<file path="src/rtl/vtx_pkg.sv">
// Constants and types shared by the VPW frame transmit-end control
package vtx_pkg;
	// Register word offsets on the slave bus
	localparam logic [3:0] OFS_CTRL = 4'h0;
	localparam logic [3:0] OFS_DATA = 4'h4;
	localparam logic [3:0] OFS_SV = 4'h8;
	// Field positions in transmit_control_register
	localparam int CTL_MNC = 0;
	localparam int CTL_MC = 1;
	localparam int CTL_SI = 2;
	localparam int CTL_EOD = 3;
	localparam int CTL_POL = 4;
	localparam int CTL_W = 5;
	localparam logic [CTL_W-1:0] CTRL_RST = 5'h00;
	// State vector codes
	localparam logic [7:0] SV_NONE = 8'h00;
	localparam logic [7:0] SV_TX_BUFFER_EMPTY_FLAG = 8'h10;
	localparam logic [7:0] SV_ARB = 8'h14;
	// CRC-8 seed and polynomial
	localparam logic [7:0] CRC_INIT = 8'hff;
	localparam logic [7:0] CRC_POLY = 8'h1d;
	// Bit slot timing
	localparam int CLK_MHZ = 200;
	localparam int BIT_US = 64;
	localparam int BIT_CYC = BIT_US * CLK_MHZ;
	localparam logic [3:0] LEN_BIT = 4'h1;
	localparam logic [3:0] LEN_BYTE = 4'h8;
	localparam logic [3:0] LEN_ONES = 4'h2;
	localparam logic [3:0] LATE_BITS = 4'h2;
	localparam logic [7:0] ONES_DATA = 8'hff;
	typedef enum logic [1:0] {SYM_BIT, SYM_BYTE, SYM_EOD, SYM_ONES} vtx_sym_e;
endpackage

</file>
<file path="src/rtl/vtx_eng_if.sv">
// Handshake between the framing sequencer and the bit engine
`timescale 1ns/10ps
interface vtx_eng_if;
	logic start;
	logic abort;
	logic bit_en;
	vtx_pkg::vtx_sym_e sym;
	logic [7:0] data;
	logic busy;
	logic done;
	logic lost;
	logic lost_late;
	logic first_bit;
	modport ctl(output start, abort, bit_en, sym, data,
		input busy, done, lost, lost_late, first_bit);
	modport eng(input start, abort, bit_en, sym, data,
		output busy, done, lost, lost_late, first_bit);
endinterface

</file>
<file path="src/rtl/vtx_crc8.sv">
// Running CRC-8 over transmitted bytes
`timescale 1ns/10ps
module vtx_crc8 (
	// Clock and reset
	input wire logic ref_clk_i,
	input wire logic rstn_i,
	// Control and data
	input wire logic clr_i,
	input wire logic upd_i,
	input wire logic [7:0] data_i,
	output logic [7:0] crc_o
);
	logic [7:0] crc_q;
	logic [7:0] next_crc;

	// Bitwise MSB-first division, one byte per update
	always_comb begin
		next_crc = crc_q;
		for (int i = 7; i >= 0; i--) begin
			if (next_crc[7] ^ data_i[i]) begin
				next_crc = {next_crc[6:0], 1'b0} ^ vtx_pkg::CRC_POLY;
			end else begin
				next_crc = {next_crc[6:0], 1'b0};
			end
		end
	end

	// Seeded at each frame or response start
	always_ff @(posedge ref_clk_i or negedge rstn_i) begin
		if (!rstn_i) begin
			crc_q <= vtx_pkg::CRC_INIT;
		end else if (clr_i) begin
			crc_q <= vtx_pkg::CRC_INIT;
		end else if (upd_i) begin
			crc_q <= next_crc;
		end
	end

	// Transmitted value is the complement
	assign crc_o = ~crc_q;
endmodule

</file>
<file path="src/rtl/vtx_bit_engine.sv">
// Serialises one symbol per start and watches arbitration
`timescale 1ns/10ps
module vtx_bit_engine (
	// Clock and reset
	input wire logic ref_clk_i,
	input wire logic rstn_i,
	// Bus level seen back
	input wire logic rx_bit_i,
	// Sequencer side
	vtx_eng_if.eng eng,
	// Line side
	output logic tx_drive_o,
	output logic tx_bit_o
);
	logic [7:0] sh;
	logic [3:0] left;
	vtx_pkg::vtx_sym_e sym_q;

	// Symbol shifter, MSB first
	always_ff @(posedge ref_clk_i or negedge rstn_i) begin
		if (!rstn_i) begin
			sh <= 8'h00;
			left <= 4'h0;
			sym_q <= vtx_pkg::SYM_BIT;
			eng.busy <= 1'b0;
			eng.done <= 1'b0;
			eng.lost <= 1'b0;
			eng.lost_late <= 1'b0;
			eng.first_bit <= 1'b0;
			tx_drive_o <= 1'b0;
			tx_bit_o <= 1'b0;
		end else begin
			eng.done <= 1'b0;
			eng.lost <= 1'b0;
			eng.first_bit <= 1'b0;
			if (eng.abort) begin
				eng.busy <= 1'b0;
				tx_drive_o <= 1'b0;
			end else if (eng.start && !eng.busy) begin
				eng.busy <= 1'b1;
				eng.first_bit <= 1'b1;
				sym_q <= eng.sym;
				// End of data is a passive slot
				tx_drive_o <= (eng.sym != vtx_pkg::SYM_EOD);
				case (eng.sym)
				vtx_pkg::SYM_BIT: begin
					sh <= {eng.data[0], 7'h00};
					left <= vtx_pkg::LEN_BIT;
					tx_bit_o <= eng.data[0];
				end
				vtx_pkg::SYM_BYTE: begin
					sh <= eng.data;
					left <= vtx_pkg::LEN_BYTE;
					tx_bit_o <= eng.data[7];
				end
				vtx_pkg::SYM_ONES: begin
					sh <= vtx_pkg::ONES_DATA;
					left <= vtx_pkg::LEN_ONES;
					tx_bit_o <= 1'b1;
				end
				default: begin
					sh <= 8'h00;
					left <= vtx_pkg::LEN_BIT;
					tx_bit_o <= 1'b0;
				end
				endcase
			end else if (eng.busy && eng.bit_en) begin
				// Only data bytes contend for the bus
				if (sym_q == vtx_pkg::SYM_BYTE && rx_bit_i != tx_bit_o) begin
					eng.lost <= 1'b1;
					eng.lost_late <= (left <= vtx_pkg::LATE_BITS);
					eng.busy <= 1'b0;
					tx_drive_o <= 1'b0;
				end else if (left == 4'h1) begin
					eng.done <= 1'b1;
					eng.busy <= 1'b0;
					tx_drive_o <= 1'b0;
				end else begin
					left <= left - 4'h1;
					sh <= {sh[6:0], 1'b0};
					tx_bit_o <= sh[6];
				end
			end
		end
	end
endmodule

</file>
<file path="src/rtl/vtx_frame_tx.sv">
// Transmit framing control: end of data, CRC and in-frame responses
//
// Contract
// - Polarity bit picks normalization bit per response type
// - End request: finish byte, add CRC, end symbol
// - Held byte goes out before the CRC
// - Setting end request clears buffer-empty at once
// - Main message: end request clears at CRC start
// - Response: end request clears on echoed end
// - Response requests priority encoded, readback unchanged
// - Single response: normalization bit then data byte
// - Single request clears on success, end, error
// - Requests written after end symbol stay clear
// - Lost single response retries after winner, no bit
// - Lost single response sends no extra ones
// - CRC response flags empty per byte, ends CRC
// - CRC request clears on finish, error, underrun
// - Lost multi response stops, flags, clears request
// - Lost late in multi byte sends two ones; a late loss in the CRC byte sends none
// - No-CRC response ends with end symbol only
// - No-CRC request clears on finish, error, underrun
// - Empty clears on vector read plus write
//
// Implementation choices: the Avalon-MM interface to the registers and the address map.
`timescale 1ns/10ps
module vtx_frame_tx #(
	parameter int BIT_CYC = vtx_pkg::BIT_CYC
) (
	// Clock and reset
	input wire logic ref_clk_i,
	input wire logic rstn_i,
	// Avalon-MM slave
	input wire logic [3:0] avs_address_i,
	input wire logic avs_read_i,
	input wire logic avs_write_i,
	input wire logic [31:0] avs_writedata_i,
	output logic [31:0] avs_readdata_o,
	output logic avs_waitrequest_o,
	// Receiver events
	input wire logic rx_bit_i,
	input wire logic sof_rx_i,
	input wire logic eod_rx_i,
	input wire logic crc_err_i,
	input wire logic bus_err_i,
	input wire logic byte_rx_i,
	// Transmit line and receiver format
	output logic tx_drive_o,
	output logic tx_bit_o,
	output logic nb_crc_o,
	output logic nb_nocrc_o
);
	typedef enum logic [2:0] {
		ST_IDLE, ST_NB, ST_BYTE, ST_CRC, ST_EOD, ST_ONES, ST_RETRY
	} vtx_state_e;
	typedef enum logic [1:0] {M_MAIN, M_SI, M_MC, M_MN} vtx_mode_e;
	localparam int DW = $clog2(BIT_CYC);

	vtx_eng_if eng();
	vtx_state_e st;
	vtx_mode_e mode;
	localparam int CTL_W_L = vtx_pkg::CTL_W;
	logic [CTL_W_L-1:0] ctrl;
	logic [7:0] hold;
	logic hold_full;
	logic tx_buffer_empty_flag;
	logic sv_rd;
	logic arb;
	logic frame_open;
	logic [DW-1:0] div;
	logic crc_clr;
	logic crc_upd;
	logic [7:0] crc_val;
	logic acc;
	logic wr_ctl;
	logic wr_data;
	logic rd_sv;
	logic si_e;
	logic mc_e;
	logic mn_e;
	logic eod_set;
	logic succ_si;
	logic crc_first;
	logic eod_sent;
	logic underrun;
	logic lost_ml;
	logic ifr_go;
	logic main_go;
	logic [7:0] sv_val;

	////////////////////////////////////////////////////////////////
	// Bus slave: one wait cycle, then the access completes
	assign acc = (avs_read_i | avs_write_i) & ~avs_waitrequest_o;
	assign wr_ctl = acc & avs_write_i & (avs_address_i == vtx_pkg::OFS_CTRL);
	assign wr_data = acc & avs_write_i & (avs_address_i == vtx_pkg::OFS_DATA);
	assign rd_sv = acc & avs_read_i & (avs_address_i == vtx_pkg::OFS_SV);
	assign eod_set = wr_ctl & avs_writedata_i[vtx_pkg::CTL_EOD]
		& ~ctrl[vtx_pkg::CTL_EOD];

	// Highest pending source wins the vector
	assign sv_val = arb ? vtx_pkg::SV_ARB :
		(tx_buffer_empty_flag ? vtx_pkg::SV_TX_BUFFER_EMPTY_FLAG : vtx_pkg::SV_NONE);

	// Waitrequest high by default, low for the completing cycle
	always_ff @(posedge ref_clk_i or negedge rstn_i) begin
		if (!rstn_i) begin
			avs_waitrequest_o <= 1'b1;
			avs_readdata_o <= 32'h0000_0000;
		end else begin
			avs_waitrequest_o <= ~((avs_read_i | avs_write_i)
				& avs_waitrequest_o);
			if (avs_read_i && avs_waitrequest_o) begin
				case (avs_address_i)
				vtx_pkg::OFS_CTRL: avs_readdata_o <= {27'h000_0000, ctrl};
				vtx_pkg::OFS_DATA: avs_readdata_o <= {24'h00_0000, hold};
				vtx_pkg::OFS_SV: avs_readdata_o <= {24'h00_0000, sv_val};
				default: avs_readdata_o <= 32'h0000_0000;
				endcase
			end
		end
	end

	////////////////////////////////////////////////////////////////
	// Bit slot divider; restarts at each load so no slot is cut short
	always_ff @(posedge ref_clk_i or negedge rstn_i) begin
		if (!rstn_i) begin
			div <= '0;
			eng.bit_en <= 1'b0;
		end else begin
			eng.bit_en <= (div == DW'(BIT_CYC - 1)) & ~(eng.start & ~eng.busy);
			div <= (eng.start & ~eng.busy) ? DW'(1)
				: ((div == DW'(BIT_CYC - 1)) ? '0 : div + 1'b1);
		end
	end

	// Effective request after priority encoding
	assign si_e = ctrl[vtx_pkg::CTL_SI];
	assign mc_e = ~ctrl[vtx_pkg::CTL_SI] & ctrl[vtx_pkg::CTL_MC];
	assign mn_e = ~ctrl[vtx_pkg::CTL_SI] & ~ctrl[vtx_pkg::CTL_MC]
		& ctrl[vtx_pkg::CTL_MNC];

	// Sequencing events
	assign succ_si = (st == ST_BYTE) & eng.done & (mode == M_SI);
	assign crc_first = (st == ST_CRC) & eng.first_bit;
	assign eod_sent = (st == ST_EOD) & eng.done;
	assign underrun = (st == ST_BYTE) & eng.done & (mode != M_SI)
		& ~hold_full & ~ctrl[vtx_pkg::CTL_EOD];
	assign lost_ml = eng.lost & (mode != M_SI);
	// A bad CRC on the echoed end symbol denies any response
	assign ifr_go = (st == ST_IDLE) & eod_rx_i & ~crc_err_i
		& (si_e | mc_e | mn_e);
	assign main_go = (st == ST_IDLE) & hold_full & ~frame_open
		& ~eod_rx_i & ~bus_err_i;

	////////////////////////////////////////////////////////////////
	// Frame window; requests only arm while a frame is open
	always_ff @(posedge ref_clk_i or negedge rstn_i) begin
		if (!rstn_i) begin
			frame_open <= 1'b0;
		end else if (sof_rx_i) begin
			frame_open <= 1'b1;
		end else if (eod_rx_i) begin
			frame_open <= 1'b0;
		end
	end

	// Control register: software writes, hardware clears the request and end bits
	always_ff @(posedge ref_clk_i or negedge rstn_i) begin
		if (!rstn_i) begin
			ctrl <= vtx_pkg::CTRL_RST;
		end else begin
			if (bus_err_i || succ_si) begin
				ctrl[vtx_pkg::CTL_SI] <= 1'b0;
			end
			if (bus_err_i || (eod_sent && mode == M_MC)
				|| (underrun && mode == M_MC)
				|| (lost_ml && mode == M_MC)) begin
				ctrl[vtx_pkg::CTL_MC] <= 1'b0;
			end
			if (bus_err_i || (eod_sent && mode == M_MN)
				|| (underrun && mode == M_MN)
				|| (lost_ml && mode == M_MN)) begin
				ctrl[vtx_pkg::CTL_MNC] <= 1'b0;
			end
			if (bus_err_i || underrun || lost_ml
				|| (crc_first && mode == M_MAIN)) begin
				ctrl[vtx_pkg::CTL_EOD] <= 1'b0;
			end else if (eod_rx_i && mode != M_MAIN
				&& (st == ST_IDLE || st == ST_EOD)) begin
				ctrl[vtx_pkg::CTL_EOD] <= 1'b0;
			end
			if (wr_ctl) begin
				// A request bit arms only while the frame is open
				for (int i = vtx_pkg::CTL_MNC; i <= vtx_pkg::CTL_SI; i++) begin
					ctrl[i] <= avs_writedata_i[i]
						& (frame_open | ctrl[i]);
				end
				if (eod_set) begin
					ctrl[vtx_pkg::CTL_SI] <= 1'b0;
				end
				ctrl[vtx_pkg::CTL_EOD] <= avs_writedata_i[vtx_pkg::CTL_EOD];
				ctrl[vtx_pkg::CTL_POL] <= avs_writedata_i[vtx_pkg::CTL_POL];
			end
		end
	end

	// Normalization bit format for the receiver
	always_ff @(posedge ref_clk_i or negedge rstn_i) begin
		if (!rstn_i) begin
			nb_crc_o <= 1'b1;
			nb_nocrc_o <= 1'b0;
		end else begin
			nb_crc_o <= ~ctrl[vtx_pkg::CTL_POL];
			nb_nocrc_o <= ctrl[vtx_pkg::CTL_POL];
		end
	end

	////////////////////////////////////////////////////////////////
	// Holding register; a write always refills it
	always_ff @(posedge ref_clk_i or negedge rstn_i) begin
		if (!rstn_i) begin
			hold <= 8'h00;
			hold_full <= 1'b0;
		end else if (wr_data) begin
			hold <= avs_writedata_i[7:0];
			hold_full <= 1'b1;
		end else if (eng.start && eng.sym == vtx_pkg::SYM_BYTE
			&& st == ST_BYTE && mode != M_SI) begin
			hold_full <= 1'b0;
		end else if (bus_err_i || succ_si) begin
			hold_full <= 1'b0;
		end
	end

	// Buffer-empty flag; a new load wins over a clear
	always_ff @(posedge ref_clk_i or negedge rstn_i) begin
		if (!rstn_i) begin
			tx_buffer_empty_flag <= 1'b0;
			sv_rd <= 1'b0;
		end else begin
			if (eng.start && eng.sym == vtx_pkg::SYM_BYTE
				&& st == ST_BYTE && mode != M_SI) begin
				tx_buffer_empty_flag <= 1'b1;
			end else if (eod_set || bus_err_i) begin
				tx_buffer_empty_flag <= 1'b0;
			end else if (wr_data && sv_rd) begin
				tx_buffer_empty_flag <= 1'b0;
			end
			if (rd_sv && tx_buffer_empty_flag) begin
				sv_rd <= 1'b1;
			end else if (wr_data || !tx_buffer_empty_flag) begin
				sv_rd <= 1'b0;
			end
		end
	end

	// Arbitration-lost flag; vector read clears, set wins
	always_ff @(posedge ref_clk_i or negedge rstn_i) begin
		if (!rstn_i) begin
			arb <= 1'b0;
		end else if (lost_ml) begin
			arb <= 1'b1;
		end else if (rd_sv) begin
			arb <= 1'b0;
		end
	end

	////////////////////////////////////////////////////////////////
	// Frame sequencer
	assign crc_clr = main_go | ifr_go;
	assign crc_upd = eng.start & (eng.sym == vtx_pkg::SYM_BYTE);

	always_ff @(posedge ref_clk_i or negedge rstn_i) begin
		if (!rstn_i) begin
			st <= ST_IDLE;
			mode <= M_MAIN;
			eng.start <= 1'b0;
			eng.abort <= 1'b0;
			eng.sym <= vtx_pkg::SYM_BIT;
			eng.data <= 8'h00;
		end else begin
			eng.start <= 1'b0;
			eng.abort <= 1'b0;
			if (bus_err_i && st != ST_IDLE) begin
				eng.abort <= 1'b1;
				st <= ST_IDLE;
			end else begin
				case (st)
				ST_IDLE: begin
					if (ifr_go) begin
						// Responses open with the normalization bit
						mode <= si_e ? M_SI : (mc_e ? M_MC : M_MN);
						eng.start <= 1'b1;
						eng.sym <= vtx_pkg::SYM_BIT;
						eng.data <= {7'h00, mc_e ? nb_crc_o : nb_nocrc_o};
						st <= ST_NB;
					end else if (main_go) begin
						mode <= M_MAIN;
						eng.start <= 1'b1;
						eng.sym <= vtx_pkg::SYM_BYTE;
						eng.data <= hold;
						st <= ST_BYTE;
					end
				end
				ST_NB: begin
					if (eng.done) begin
						eng.start <= 1'b1;
						eng.sym <= vtx_pkg::SYM_BYTE;
						eng.data <= hold;
						st <= ST_BYTE;
					end
				end
				ST_BYTE: begin
					if (eng.lost) begin
						if (mode == M_SI) begin
							st <= ST_RETRY;
						end else if (eng.lost_late) begin
							eng.start <= 1'b1;
							eng.sym <= vtx_pkg::SYM_ONES;
							st <= ST_ONES;
						end else begin
							st <= ST_IDLE;
						end
					end else if (eng.done) begin
						if (mode == M_SI) begin
							st <= ST_IDLE;
						end else if (hold_full) begin
							eng.start <= 1'b1;
							eng.sym <= vtx_pkg::SYM_BYTE;
							eng.data <= hold;
							st <= ST_BYTE;
						end else if (ctrl[vtx_pkg::CTL_EOD]) begin
							eng.start <= 1'b1;
							if (mode == M_MN) begin
								eng.sym <= vtx_pkg::SYM_EOD;
								st <= ST_EOD;
							end else begin
								eng.sym <= vtx_pkg::SYM_BYTE;
								eng.data <= crc_val;
								st <= ST_CRC;
							end
						end else begin
							// Underrun: two ones force a boundary fault
							eng.start <= 1'b1;
							eng.sym <= vtx_pkg::SYM_ONES;
							st <= ST_ONES;
						end
					end
				end
				ST_CRC: begin
					if (eng.lost) begin
						st <= ST_IDLE;
					end else if (eng.done) begin
						eng.start <= 1'b1;
						eng.sym <= vtx_pkg::SYM_EOD;
						st <= ST_EOD;
					end
				end
				ST_RETRY: begin
					// Wait for the winning byte, resend without the bit
					if (!si_e) begin
						st <= ST_IDLE;
					end else if (byte_rx_i) begin
						eng.start <= 1'b1;
						eng.sym <= vtx_pkg::SYM_BYTE;
						eng.data <= hold;
						st <= ST_BYTE;
					end
				end
				ST_EOD, ST_ONES: begin
					if (eng.done) begin
						st <= ST_IDLE;
					end
				end
				default: st <= ST_IDLE;
				endcase
			end
		end
	end

	////////////////////////////////////////////////////////////////
	// Leaf blocks
	vtx_crc8 u_crc (
		.ref_clk_i(ref_clk_i),
		.rstn_i(rstn_i),
		.clr_i(crc_clr),
		.upd_i(crc_upd),
		.data_i(eng.data),
		.crc_o(crc_val)
	);

	vtx_bit_engine u_eng (
		.ref_clk_i(ref_clk_i),
		.rstn_i(rstn_i),
		.rx_bit_i(rx_bit_i),
		.eng(eng.eng),
		.tx_drive_o(tx_drive_o),
		.tx_bit_o(tx_bit_o)
	);
endmodule

</file>
<file path="config.mk">
export PLATFORM = sky130hd
export DESIGN_NAME = vtx_frame_tx
export DESIGN_NICKNAME = d
export VERILOG_FILES = /design/src/rtl/vtx_pkg.sv /design/src/rtl/vtx_eng_if.sv /design/src/rtl/vtx_crc8.sv /design/src/rtl/vtx_bit_engine.sv /design/src/rtl/vtx_frame_tx.sv
export SDC_FILE = /design/constraint.sdc
export NUM_CORES = 1
export LEC_CHECK = 0
export ABC_AREA = 1
export BUFFER_PORTS_ARGS = -buffer_cell sky130_fd_sc_hd__buf_4
export CORE_MARGIN = 4
export CORE_UTILIZATION = 55
export CTS_CLUSTER_DIAMETER = 60
export DETAILED_ROUTE_END_ITERATION = 6
export PLACE_DENSITY = 0.78
export SKIP_CTS_REPAIR_TIMING = 1
export SLEW_MARGIN = 20
export SYNTH_ARGS = -nofsm -noshare
export SYNTH_HDL_FRONTEND = slang
export SYNTH_SLANG_ARGS = --single-unit
export TNS_END_PERCENT = 10
</file>
<file path="constraint.sdc">
create_clock -name ref_clk_i -period 3.3 [get_ports ref_clk_i]
set_input_delay 0.165 -clock ref_clk_i [delete_from_list [all_inputs] [get_ports ref_clk_i]]
set_output_delay 0.165 -clock ref_clk_i [all_outputs]
set_load 0.02 [all_outputs]
</file>
==> metrics.yaml, run 1 <==
status: "finished, violations left"
violations: "hold timing"
drc: 0
path_class: "register to register"
setup.worst_path.start_class: "register"
grt_max_degree: 44
cts_sinks: 89
hold_violations: 1
first_pass_iters: 5
area_growth_pct: 11.12
numPortBuffers: 34
vdd_drop_max_v: 0.0003280
period_share_pct: 65.64
finalSetupTns_ns: 0
synth_top_family_by_area: "simple AND/OR/NAND/NOR gates"
final_cell_mix: "nand2_1 (187), inv_1 (87), dfrtp_1 (79), o21ai_0 (74), nor2_1 (63)"
maxCapViolations: 0
cts_max_level: 3
vias_per_cell: 5.478
finalMaxSlewViolations: 0
synth-seq-area-share_pct: 44.05
cp.arrival_ns: 2.37
grt_setup_unrepaired: "false"
gp_congestion: 0.9019
fp.coreArea_sq_um: 8848
layout-drive-gt1-share_pct: 10.36
synth-simple-area-share_pct: 26.55
vias: 4558
finClkSkew_ns: 0.01788
wl_per_cell_um: 14.21
grt_pass1_wl_um: 20230
synth-compound-area-share_pct: 14.47
cts_tree: "yes"
fmax_mhz: 461.7
clk_path_buf_depth: 2
io_pins: 83
multi_input_area_sq_um: 2369
clk_latency_ns: 0.36
ff_latch_area_sq_um: 2240
grt_util_all_layers_pct: 22.57
cellPowerDensity_nw_per_um2: 853.2
yosys.area_share.adder_pct: 0.9843
layout_commonest_cell: "nand2_1"
num_rows: 34
antenna_cells: 0
ys_seq_elements: 89
ys_warn_count: 0
crit_path_max_fanout: 17
fp.dieArea_sq_um: 10850
wirelength_um: 11830
leakagePower_nw: 2.877
cts_root_buf: "clkbuf_8"
setup_viol: 0
max_slew_margin_pct: 52.14
start_util_pct: 57.47
worst_setup_path_end_kind: "register"
syn_area_per_cell_sq_um: 7.478
ant_nets: 0
ys_types: 43
synthCells: 680
cts_buffers: 9
clkTransAtPathRegs_ns: 0.09
place_hpwl_um: 8882
crit_required_ns: 3.51
muxShareOfSynthArea_pct: 0.2215
synth_xor_area_share_pct: 2.584
grt_antenna_before_repair: 0
whs_ns: -0.0001637
nFillCells: 783
die_w_um: 104.2
worst_pin_slew_ns: 0.7178
drt_iter0_drc: 259
hp-class: "primary input to register"
dieHeight_um: 104.2
final_core_util_pct: 63.86
grt_pass1_vias: 4372
globalRouteOverflowTotal: 0
nets: 769
fin_crit_ns: 2.166
synth_area_sq_um: 5085
==> state kept, by name, summed over array words and instances, names as in the netlist, 3 cells and up <==
register	flops
div	14
avs_readdata_o	8
eng.data	8
hold	8
u_crc.crc_q	8
u_eng.sh	7
ctrl	5
u_eng.left	4
st	3
==> worst paths after layout <==
| path | startpoint | to | slack [ns] | depth (start not counted) |
|---|---|---|---|---|
| min reg2reg | ctrl[4] | nb_nocrc_o | 0.41 | 0 |
| min | sof_rx_i | frame_open | -0.0002 | 2 |
| max | hold_full | eng.data[5] | 1.13 | 7 |
| min in group asynchronous | rstn_i | u_eng.left[3] | 0.33 | 2 |
| max reg2reg | hold_full | eng.data[5] | 1.13 | 7 |
| max in group asynchronous | rstn_i | avs_waitrequest_o | 2.20 | 3 |
==> logic make-up (layout without fill, tap and decap cells) <==
kind of cell | count (synthesis) | in the layout
AND/OR/NAND/NOR | 318 | 318
AO/OA/AOI/OAI | 129 | 129
buffers and inverters | 123 | 144
flip-flops | 89 | 89
XOR/XNOR | 15 | 15
adder cells (fa/ha/maj) | 4 | 4
other | 1 | 24
multiplexers | 1 | 1
==> power breakdown <==
group	leakage [nW]	internal (mW)	switching, mW	total (mW)
clock network	0.130	0.601	0.393	0.994
logic	1.67	0.741	1.46	2.20
registers	1.07	1.38	0.247	1.63
total	2.88	2.72	2.10	4.82
==> cell type report <==
| class | count | share of cell area [%] |
|---|---|---|
| multi-input combinational | 491 | 41.92 |
| sequential | 89 | 39.64 |
| inverter | 88 | 5.846 |
| timing repair buffer | 40 | 5.447 |
| clock buffer | 11 | 2.502 |
| tap | 108 | 2.392 |
| clock inverter | 5 | 2.259 |
==> worst max-delay path: stages (launching register included) <==
cell and delay (ns):
dfrtp_1 0.64, inv_2 0.17, nor4_4 0.25, nand2_2 0.11, nand2_4 0.14, nor2_2 0.08, nor3_4 0.46, o21ai_0 0.15
==> stage by stage <==
step / std cells / setup slack (ns) / area, sq um / power (mW)
after detailed placement: 813 / 1.184 / 5351 / 3.792
final: 832 / 1.134 / 5650 / 4.821
after global routing: 832 / 0.8840 / 5650 / 5.258
after CTS: 829 / 1.150 / 5620 / 4.803
after floorplan: 703 / 1.674 / 5171 / 3.284
after global placement: 813 / 1.215 / 5351 / 3.694
==> metal layers <==
layer	up-vias	global-route usage [%]	part of all wire, %
met1	2155	28.80	43
li1	2240	-	-
met2	144	38.63	50
met4	0	7.787	2.0
met3	19	4.097	5.6
met5	-	0	0
==> synth_stat cells (all sizes together) <==
cell type / instances / share of area, %
dfrtp: 79 / 39
o41ai: 2 / 0.34
xor2: 9 / 1.6
a21oi: 13 / 1.3
a22oi: 1 / 0.15
o32ai: 1 / 0.17
o22ai: 12 / 1.5
nand4: 6 / 0.74
nand3: 40 / 3.9
nor2: 67 / 5.3
mux2: 1 / 0.22
o21a: 1 / 0.15
inv: 88 / 6.5
xnor2: 6 / 1.0
nand2: 190 / 14
and3b: 1 / 0.17
nor4: 2 / 0.54
clkbuf: 7 / 0.52
conb: 1 / 0.074
ha: 4 / 0.98
o21ai: 75 / 7.5
o21bai: 1 / 0.15
o221a: 1 / 0.22
o2111ai: 1 / 0.17
nor3b: 2 / 0.30
a31oi: 9 / 1.1
nor3: 9 / 1.1
o221ai: 1 / 0.17
dfstp: 10 / 5.2
o211ai: 7 / 1.0
nand3b: 1 / 0.15
buf: 28 / 4.1
o31ai: 4 / 0.59
No activity file was read; power rests on OpenSTA's default activity.
==> run 2: changes to the inputs <==
- CORE_UTILIZATION: 55 -> 51
- PLACE_DENSITY: 0.78 -> 0.76
- clock period: 3.3 -> 1.7 ns (I/O delays scaled with it)
==> metrics.yaml, run 2 (synthesis gave the netlist of run 1 again) <==
status: "finished, violations left"  # unchanged
violations: "setup timing"  # was hold timing
critical_path.top_delay_family: "simple AND/OR/NAND/NOR gates"  # unchanged
fin_crit_ns: 1.755  # was 2.166 ns
place_hpwl_um: 9309  # was 8882 um
comb_power_share_pct: 57.1  # was 45.6%
finalSetupTns_ns: -0.1975  # was 0 ns
maxCapViolations: 0  # unchanged
numPortBuffers: 34  # unchanged
top_usage_layer: "met2"  # unchanged
setup_slack_ns: -0.05487  # was 1.134 ns
largest_register_ffs: 14  # unchanged
p_clk_share_pct: 14.2  # was 20.6%
r2r_end: "eng.data[3]"  # was eng.data[5]
hold_violations: 0  # was 1
grt_antenna_before_repair: 0  # unchanged
cts_sinks: 89  # unchanged
clk_path_buf_depth: 2  # unchanged
leakagePower_nw: 3.287  # was 2.877 nW
io_pins: 83  # unchanged
seqPwrFrac_pct: 28.7  # was 33.8%
fp.coreArea_sq_um: 9729  # was 8848 sq um
worstReg2RegStart: "st[0]"  # was hold_full
fp.dieArea_sq_um: 11630  # was 10850 sq um
cp.arrival_ns: 2.00  # was 2.37 ns
r2r_cells: 12  # was 7
whs_ns: 0.02585  # was -0.0001637 ns
grt_pass1_wl_um: 20730  # was 20230 um
first_pass_iters: 5  # unchanged
path_cells: "inv_2 > nor2_4 > nand2_2 > nor2_4 > o21ai_2 > nand3_2 > nor2_4 > nor3_4 > buf_6 > buf_12 > nand2_1 > o21ai_1"  # was inv_2 > nor4_4 > nand2_2 > nand2_4 > nor2_2 > nor3_4 > o21ai_0
clk_latency_ns: 0.38  # was 0.36 ns
grt_pass1_vias: 4579  # was 4372
crit_top_cell: "nor2_4"
layout_commonest_cell: "nand2_1"  # unchanged
met3_usage_pct: 5.339  # was 4.097%
antenna_cells: 0  # unchanged
internal_power_mw: 5.861  # was 2.725 mW
grt_setup_unrepaired: "true"  # was false
clkTransAtPathRegs_ns: 0.10  # was 0.09 ns
gp_congestion: 0.8954  # was 0.9019
nets: 840  # was 769
cts_root_buf: "clkbuf_8"  # unchanged
grt_util_all_layers_pct: 22.32  # was 22.57%
finClkSkew_ns: 0.01992  # was 0.01788 ns
crit_required_ns: 1.95  # was 3.51 ns
worstHoldStart: "avs_writedata_i[4]"  # was sof_rx_i
finalMaxSlewViolations: 0  # unchanged
worst_setup_path_end_kind: "register"  # unchanged
dieHeight_um: 107.9  # was 104.2 um
cellPowerDensity_nw_per_um2: 1653  # was 853.2 nW/um^2
setup_viol: 11  # was 0
vias: 4959  # was 4558
die_w_um: 107.9  # was 104.2 um
cts_tree: "yes"  # unchanged
area_growth_pct: 30.54  # was 11.12%
start_util_pct: 52.26  # was 57.47%
final_cell_mix: "nand2_1 (146), buf_4 (85), dfrtp_1 (77), inv_1 (75), o21ai_0 (57)"  # was nand2_1 (187), inv_1 (87), dfrtp_1 (79), o21ai_0 (74), nor2_1 (63)
fmax_mhz: 569.8  # was 461.7 MHz
wl_per_cell_um: 14.49  # was 14.21 um
period_share_pct: 103.2  # was 65.64%
ant_nets: 0  # unchanged
wirelength_um: 13450  # was 11830 um
dp_slack_ns: -0.1214  # was 1.184 ns
switching_share_pct: 46.57  # was 43.49%
nFillCells: 758  # was 783
min_path_cells: 3  # was 2
setup.worst_path.start_class: "register"  # unchanged
path_class: "register to register"  # unchanged
drt_iter0_drc: 375  # was 259
p_sw_mw: 5.108  # was 2.096 mW
crit_path_max_fanout: 5  # was 17
num_rows: 36  # was 34
cpPeakStageDelay_ns: 0.43  # was 0.64 ns
globalRouteOverflowTotal: 0  # unchanged
cp_num_buf_inv: 3  # was 1
use_met2_pct: 37.08  # was 38.63%
rrSetupSlack_ns: -0.05  # was 1.13 ns
hp-class: "primary input to register"  # unchanged
use_met1_pct: 28.09  # was 28.80%
min_to: "hold[4]"  # was frame_open
largest_register: "div"  # unchanged
cts_max_level: 3  # unchanged
drc: 0  # unchanged
cts_buffers: 9  # unchanged
slowest_stage: "dfrtp_1"  # unchanged
grt_max_degree: 36  # was 44
layout-drive-gt1-share_pct: 28.55  # was 10.36%
vdd_drop_max_v: 0.001127  # was 0.0003280 V
vias_per_cell: 5.344  # was 5.478
## run 2: cell types whose count changed in the layout (fill, tap and decap cells not counted), moves of 12 or more
cell	delta
buf_4	+48
nand2_1	-41
nand2_2	+33
o21ai_0	-17
nor2_1	-14
o21ai_1	+14
inv_1	-12
## run 2: layout make-up
class	instances	area, sq um	area share, %
Multi-Input combinational cell	491	2698	40.64
Tap cell	133	166.4	2.507
Timing Repair Buffer	111	985.9	14.85
Clock buffer	10	137.6	2.074
Inverter	88	335.3	5.052
Sequential cell	89	2242	33.78
Clock inverter	6	72.57	1.093
## run 2: worst max path at each step
| stage | start | endpoint | slack (ns) | depth (start not counted) |
|---|---|---|---|---|
| after floorplan | st[1] | eng.data[1] | 0.07 | 9 |
| after global placement | st[0] | eng.data[5] | -0.08 | 10 |
| after detailed placement | div[0] | div[3] | -0.12 | 10 |
| after CTS | div[0] | div[3] | -0.14 | 10 |
| after global routing | st[0] | eng.data[3] | -0.14 | 12 |
| final | st[0] | eng.data[3] | -0.05 | 12 |
## run 2: routing by layer
| metal | vias to the layer above | routed length [um] |
|---|---|---|
| li1 | 2383 | - |
| met1 | 2342 | 5501 |
| met2 | 192 | 6656 |
| met3 | 42 | 832 |
| met4 | 0 | 457 |
| met5 | - | 0 |
## run 2: per-stage QoR
step / power, mW / instances / util [%] / area [sq um]
4_1_cts: 9.414 / 896 / 61.24 / 5958
6_report: 10.97 / 928 / 68.22 / 6638
2_1_floorplan: 6.375 / 703 / - / 5171
5_1_grt: 11.84 / 928 / 68.22 / 6638
3_3_place_gp: 7.652 / 880 / 59.08 / 5748
3_5_place_dp: 7.838 / 880 / 59.08 / 5748
## run 2: power by group through the flow
| stage | logic [mW] | clock network (mW) | registers [mW] |
|---|---|---|---|
| detailed placement | 4.70 | 0 | 3.14 |
| global route | 6.94 | 1.68 | 3.22 |
| floorplan | 3.31 | 0 | 3.06 |
| finish | 6.27 | 1.56 | 3.15 |
| global placement | 4.54 | 0 | 3.11 |
| CTS | 4.74 | 1.58 | 3.10 |
## run 2: worst register-to-register path, cell delays in order, from the launching register on
cell and delay (ns):
dfrtp_1 0.43, inv_2 0.12, nor2_4 0.05, nand2_2 0.10, nor2_4 0.05, o21ai_2 0.14, nand3_2 0.10, nor2_4 0.16
nor3_4 0.06, buf_6 0.13, buf_12 0.13, nand2_1 0.08, o21ai_1 0.07
==> run 3: changes to the inputs <==
- RECOVER_POWER: unset -> 25
==> metrics.yaml, run 3 (synthesis gave the netlist of run 1 again) <==
status: "finished, violations left"  # unchanged
violations: "setup timing"  # unchanged
fp.coreArea_sq_um: 9729  # unchanged
grt_max_degree: 36  # unchanged
clk_path_buf_depth: 2  # unchanged
grt_pass1_vias: 4579  # unchanged
clk_latency_ns: 0.38  # about the same
hold_violations: 0  # unchanged
setup_slack_ns: -0.04610  # was -0.05487 ns
vias_per_cell: 5.358  # was 5.344
fmax_mhz: 572.7  # was 569.8 MHz
dieHeight_um: 107.9  # unchanged
antenna_cells: 0  # unchanged
cts_max_level: 3  # unchanged
seqPwrFrac_pct: 28.6  # was 28.7%
layout_commonest_cell: "nand2_1"  # unchanged
cts_sinks: 89  # unchanged
area_growth_pct: 30.19  # was 30.54%
leakagePower_nw: 3.281  # was 3.287 nW
hp-class: "primary input to register"  # unchanged
wl_per_cell_um: 14.54  # was 14.49 um
grt_antenna_before_repair: 0  # unchanged
vdd_drop_max_v: 0.001137  # was 0.001127 V
worst_setup_path_end_kind: "register"  # unchanged
fin_crit_ns: 1.746  # was 1.755 ns
setup.worst_path.start_class: "register"  # unchanged
p_sw_mw: 5.126  # was 5.108 mW
setup_viol: 11  # unchanged
max_slew_margin_pct: 50.12
grt_pass1_wl_um: 20730  # unchanged
period_share_pct: 102.7  # was 103.2%
die_w_um: 107.9  # unchanged
start_util_pct: 52.26  # unchanged
crit_required_ns: 1.95  # about the same
fin_area_sq_um: 6620  # was 6638 sq um
fp.dieArea_sq_um: 11630  # unchanged
grt_util_all_layers_pct: 22.32  # unchanged
cts_tree: "yes"  # unchanged
cp.arrival_ns: 1.99  # was 2.00 ns
grt_setup_unrepaired: "true"  # unchanged
gp_congestion: 0.8954  # unchanged
vias: 4972  # was 4959
ant_nets: 0  # unchanged
p_clk_share_pct: 14.2  # about the same
finalMaxSlewViolations: 0  # unchanged
placed_area_sq_um: 5748  # unchanged
crit_path_max_fanout: 5  # unchanged
switching_share_pct: 46.68  # was 46.57%
globalRouteOverflowTotal: 0  # unchanged
layout-drive-gt1-share_pct: 28.55  # unchanged
comb_power_share_pct: 57.2  # was 57.1%
internal_power_mw: 5.857  # was 5.861 mW
largest_register: "div"  # unchanged
final_cell_mix: "nand2_1 (146), buf_4 (84), dfrtp_1 (77), inv_1 (75), o21ai_0 (57)"  # was nand2_1 (146), buf_4 (85), dfrtp_1 (77), inv_1 (75), o21ai_0 (57)
numPortBuffers: 34  # unchanged
clkTransAtPathRegs_ns: 0.10  # about the same
drc: 0  # unchanged
totalPowerFinal_mw: 10.98  # was 10.97 mW
path_class: "register to register"  # unchanged
cts_root_buf: "clkbuf_8"  # unchanged
cts_buffers: 9  # unchanged
place_hpwl_um: 9309  # unchanged
nets: 840  # unchanged
wirelength_um: 13500  # was 13450 um
cellPowerDensity_nw_per_um2: 1659  # was 1653 nW/um^2
io_pins: 83  # unchanged
worst_pin_slew_ns: 0.7483
finClkSkew_ns: 0.01977  # was 0.01992 ns
maxCapViolations: 0  # unchanged
num_rows: 36  # unchanged
drt_iter0_drc: 389  # was 375
first_pass_iters: 5  # unchanged
largest_register_ffs: 14  # unchanged
run 3: cell count changes in the layout (fill, tap and decap cells not counted):
cell      change
buf_12        -1
buf_4         -1
clkbuf_2      +2
run 3: layer usage:
metal / share of wire (%) / up-vias / track usage (%)
met5: 0 / - / 0
met4: 3.3 / 0 / 8.656
met3: 5.9 / 37 / 5.339
met2: 50 / 194 / 37.08
met1: 41 / 2356 / 28.09
li1: - / 2385 / -
run 3: cell type report:
class                   count  area (sq um)
well taps                 133         166.4
clock inverters             6         72.57
fillers                   759          3109
repair buffers            111         968.4
inverters                  88         335.3
clock buffers              10         137.6
flip-flops and latches     89          2242
multi-input cells         491          2698
run 3: worst paths after layout:
kind,to,startpoint,cells past startpoint,slack (ns)
worst min register to register,nb_nocrc_o,ctrl[4],0,0.42
worst max-delay path,eng.data[3],st[0],12,-0.05
worst max register to register,eng.data[3],st[0],12,-0.05
min in group asynchronous,div[2],rstn_i,2,0.31
worst min-delay path,hold[4],avs_writedata_i[4],3,0.03
max in group asynchronous,u_eng.tx_bit_o,rstn_i,3,0.24
run 3: stage by stage:
step | worst slack (ns) | utilization (%) | setup TNS, ns | hold WS (ns) | instances
after floorplan | 0.07449 | - | 0 | -0.2106 | 703
after global placement | -0.07860 | 59.08 | -0.6072 | 0.03540 | 880
after detailed placement | -0.1214 | 59.08 | -1.038 | 0.04498 | 880
after CTS | -0.1400 | 61.24 | -1.709 | -0.3650 | 896
after global routing | -0.1404 | 68.04 | -2.105 | 0.03217 | 928
final | -0.04610 | 68.04 | -0.1934 | 0.02726 | 928
run 3: critical path: stages (launching register included):
cell and delay (ns):
dfrtp_1 0.43, inv_2 0.12, nor2_4 0.05, nand2_2 0.10
nor2_4 0.04, o21ai_2 0.14, nand3_2 0.10, nor2_4 0.15
nor3_4 0.06, buf_6 0.13, buf_12 0.13, nand2_1 0.08
o21ai_1 0.07
run 3: power by group through the flow:
stage	combinational [mW]	clock (mW)	sequential [mW]
2_1_floorplan	3.31	0	3.06
3_3_place_gp	4.54	0	3.11
3_5_place_dp	4.70	0	3.14
4_1_cts	4.74	1.58	3.10
5_1_grt	6.93	1.68	3.22
6_report	6.28	1.56	3.15
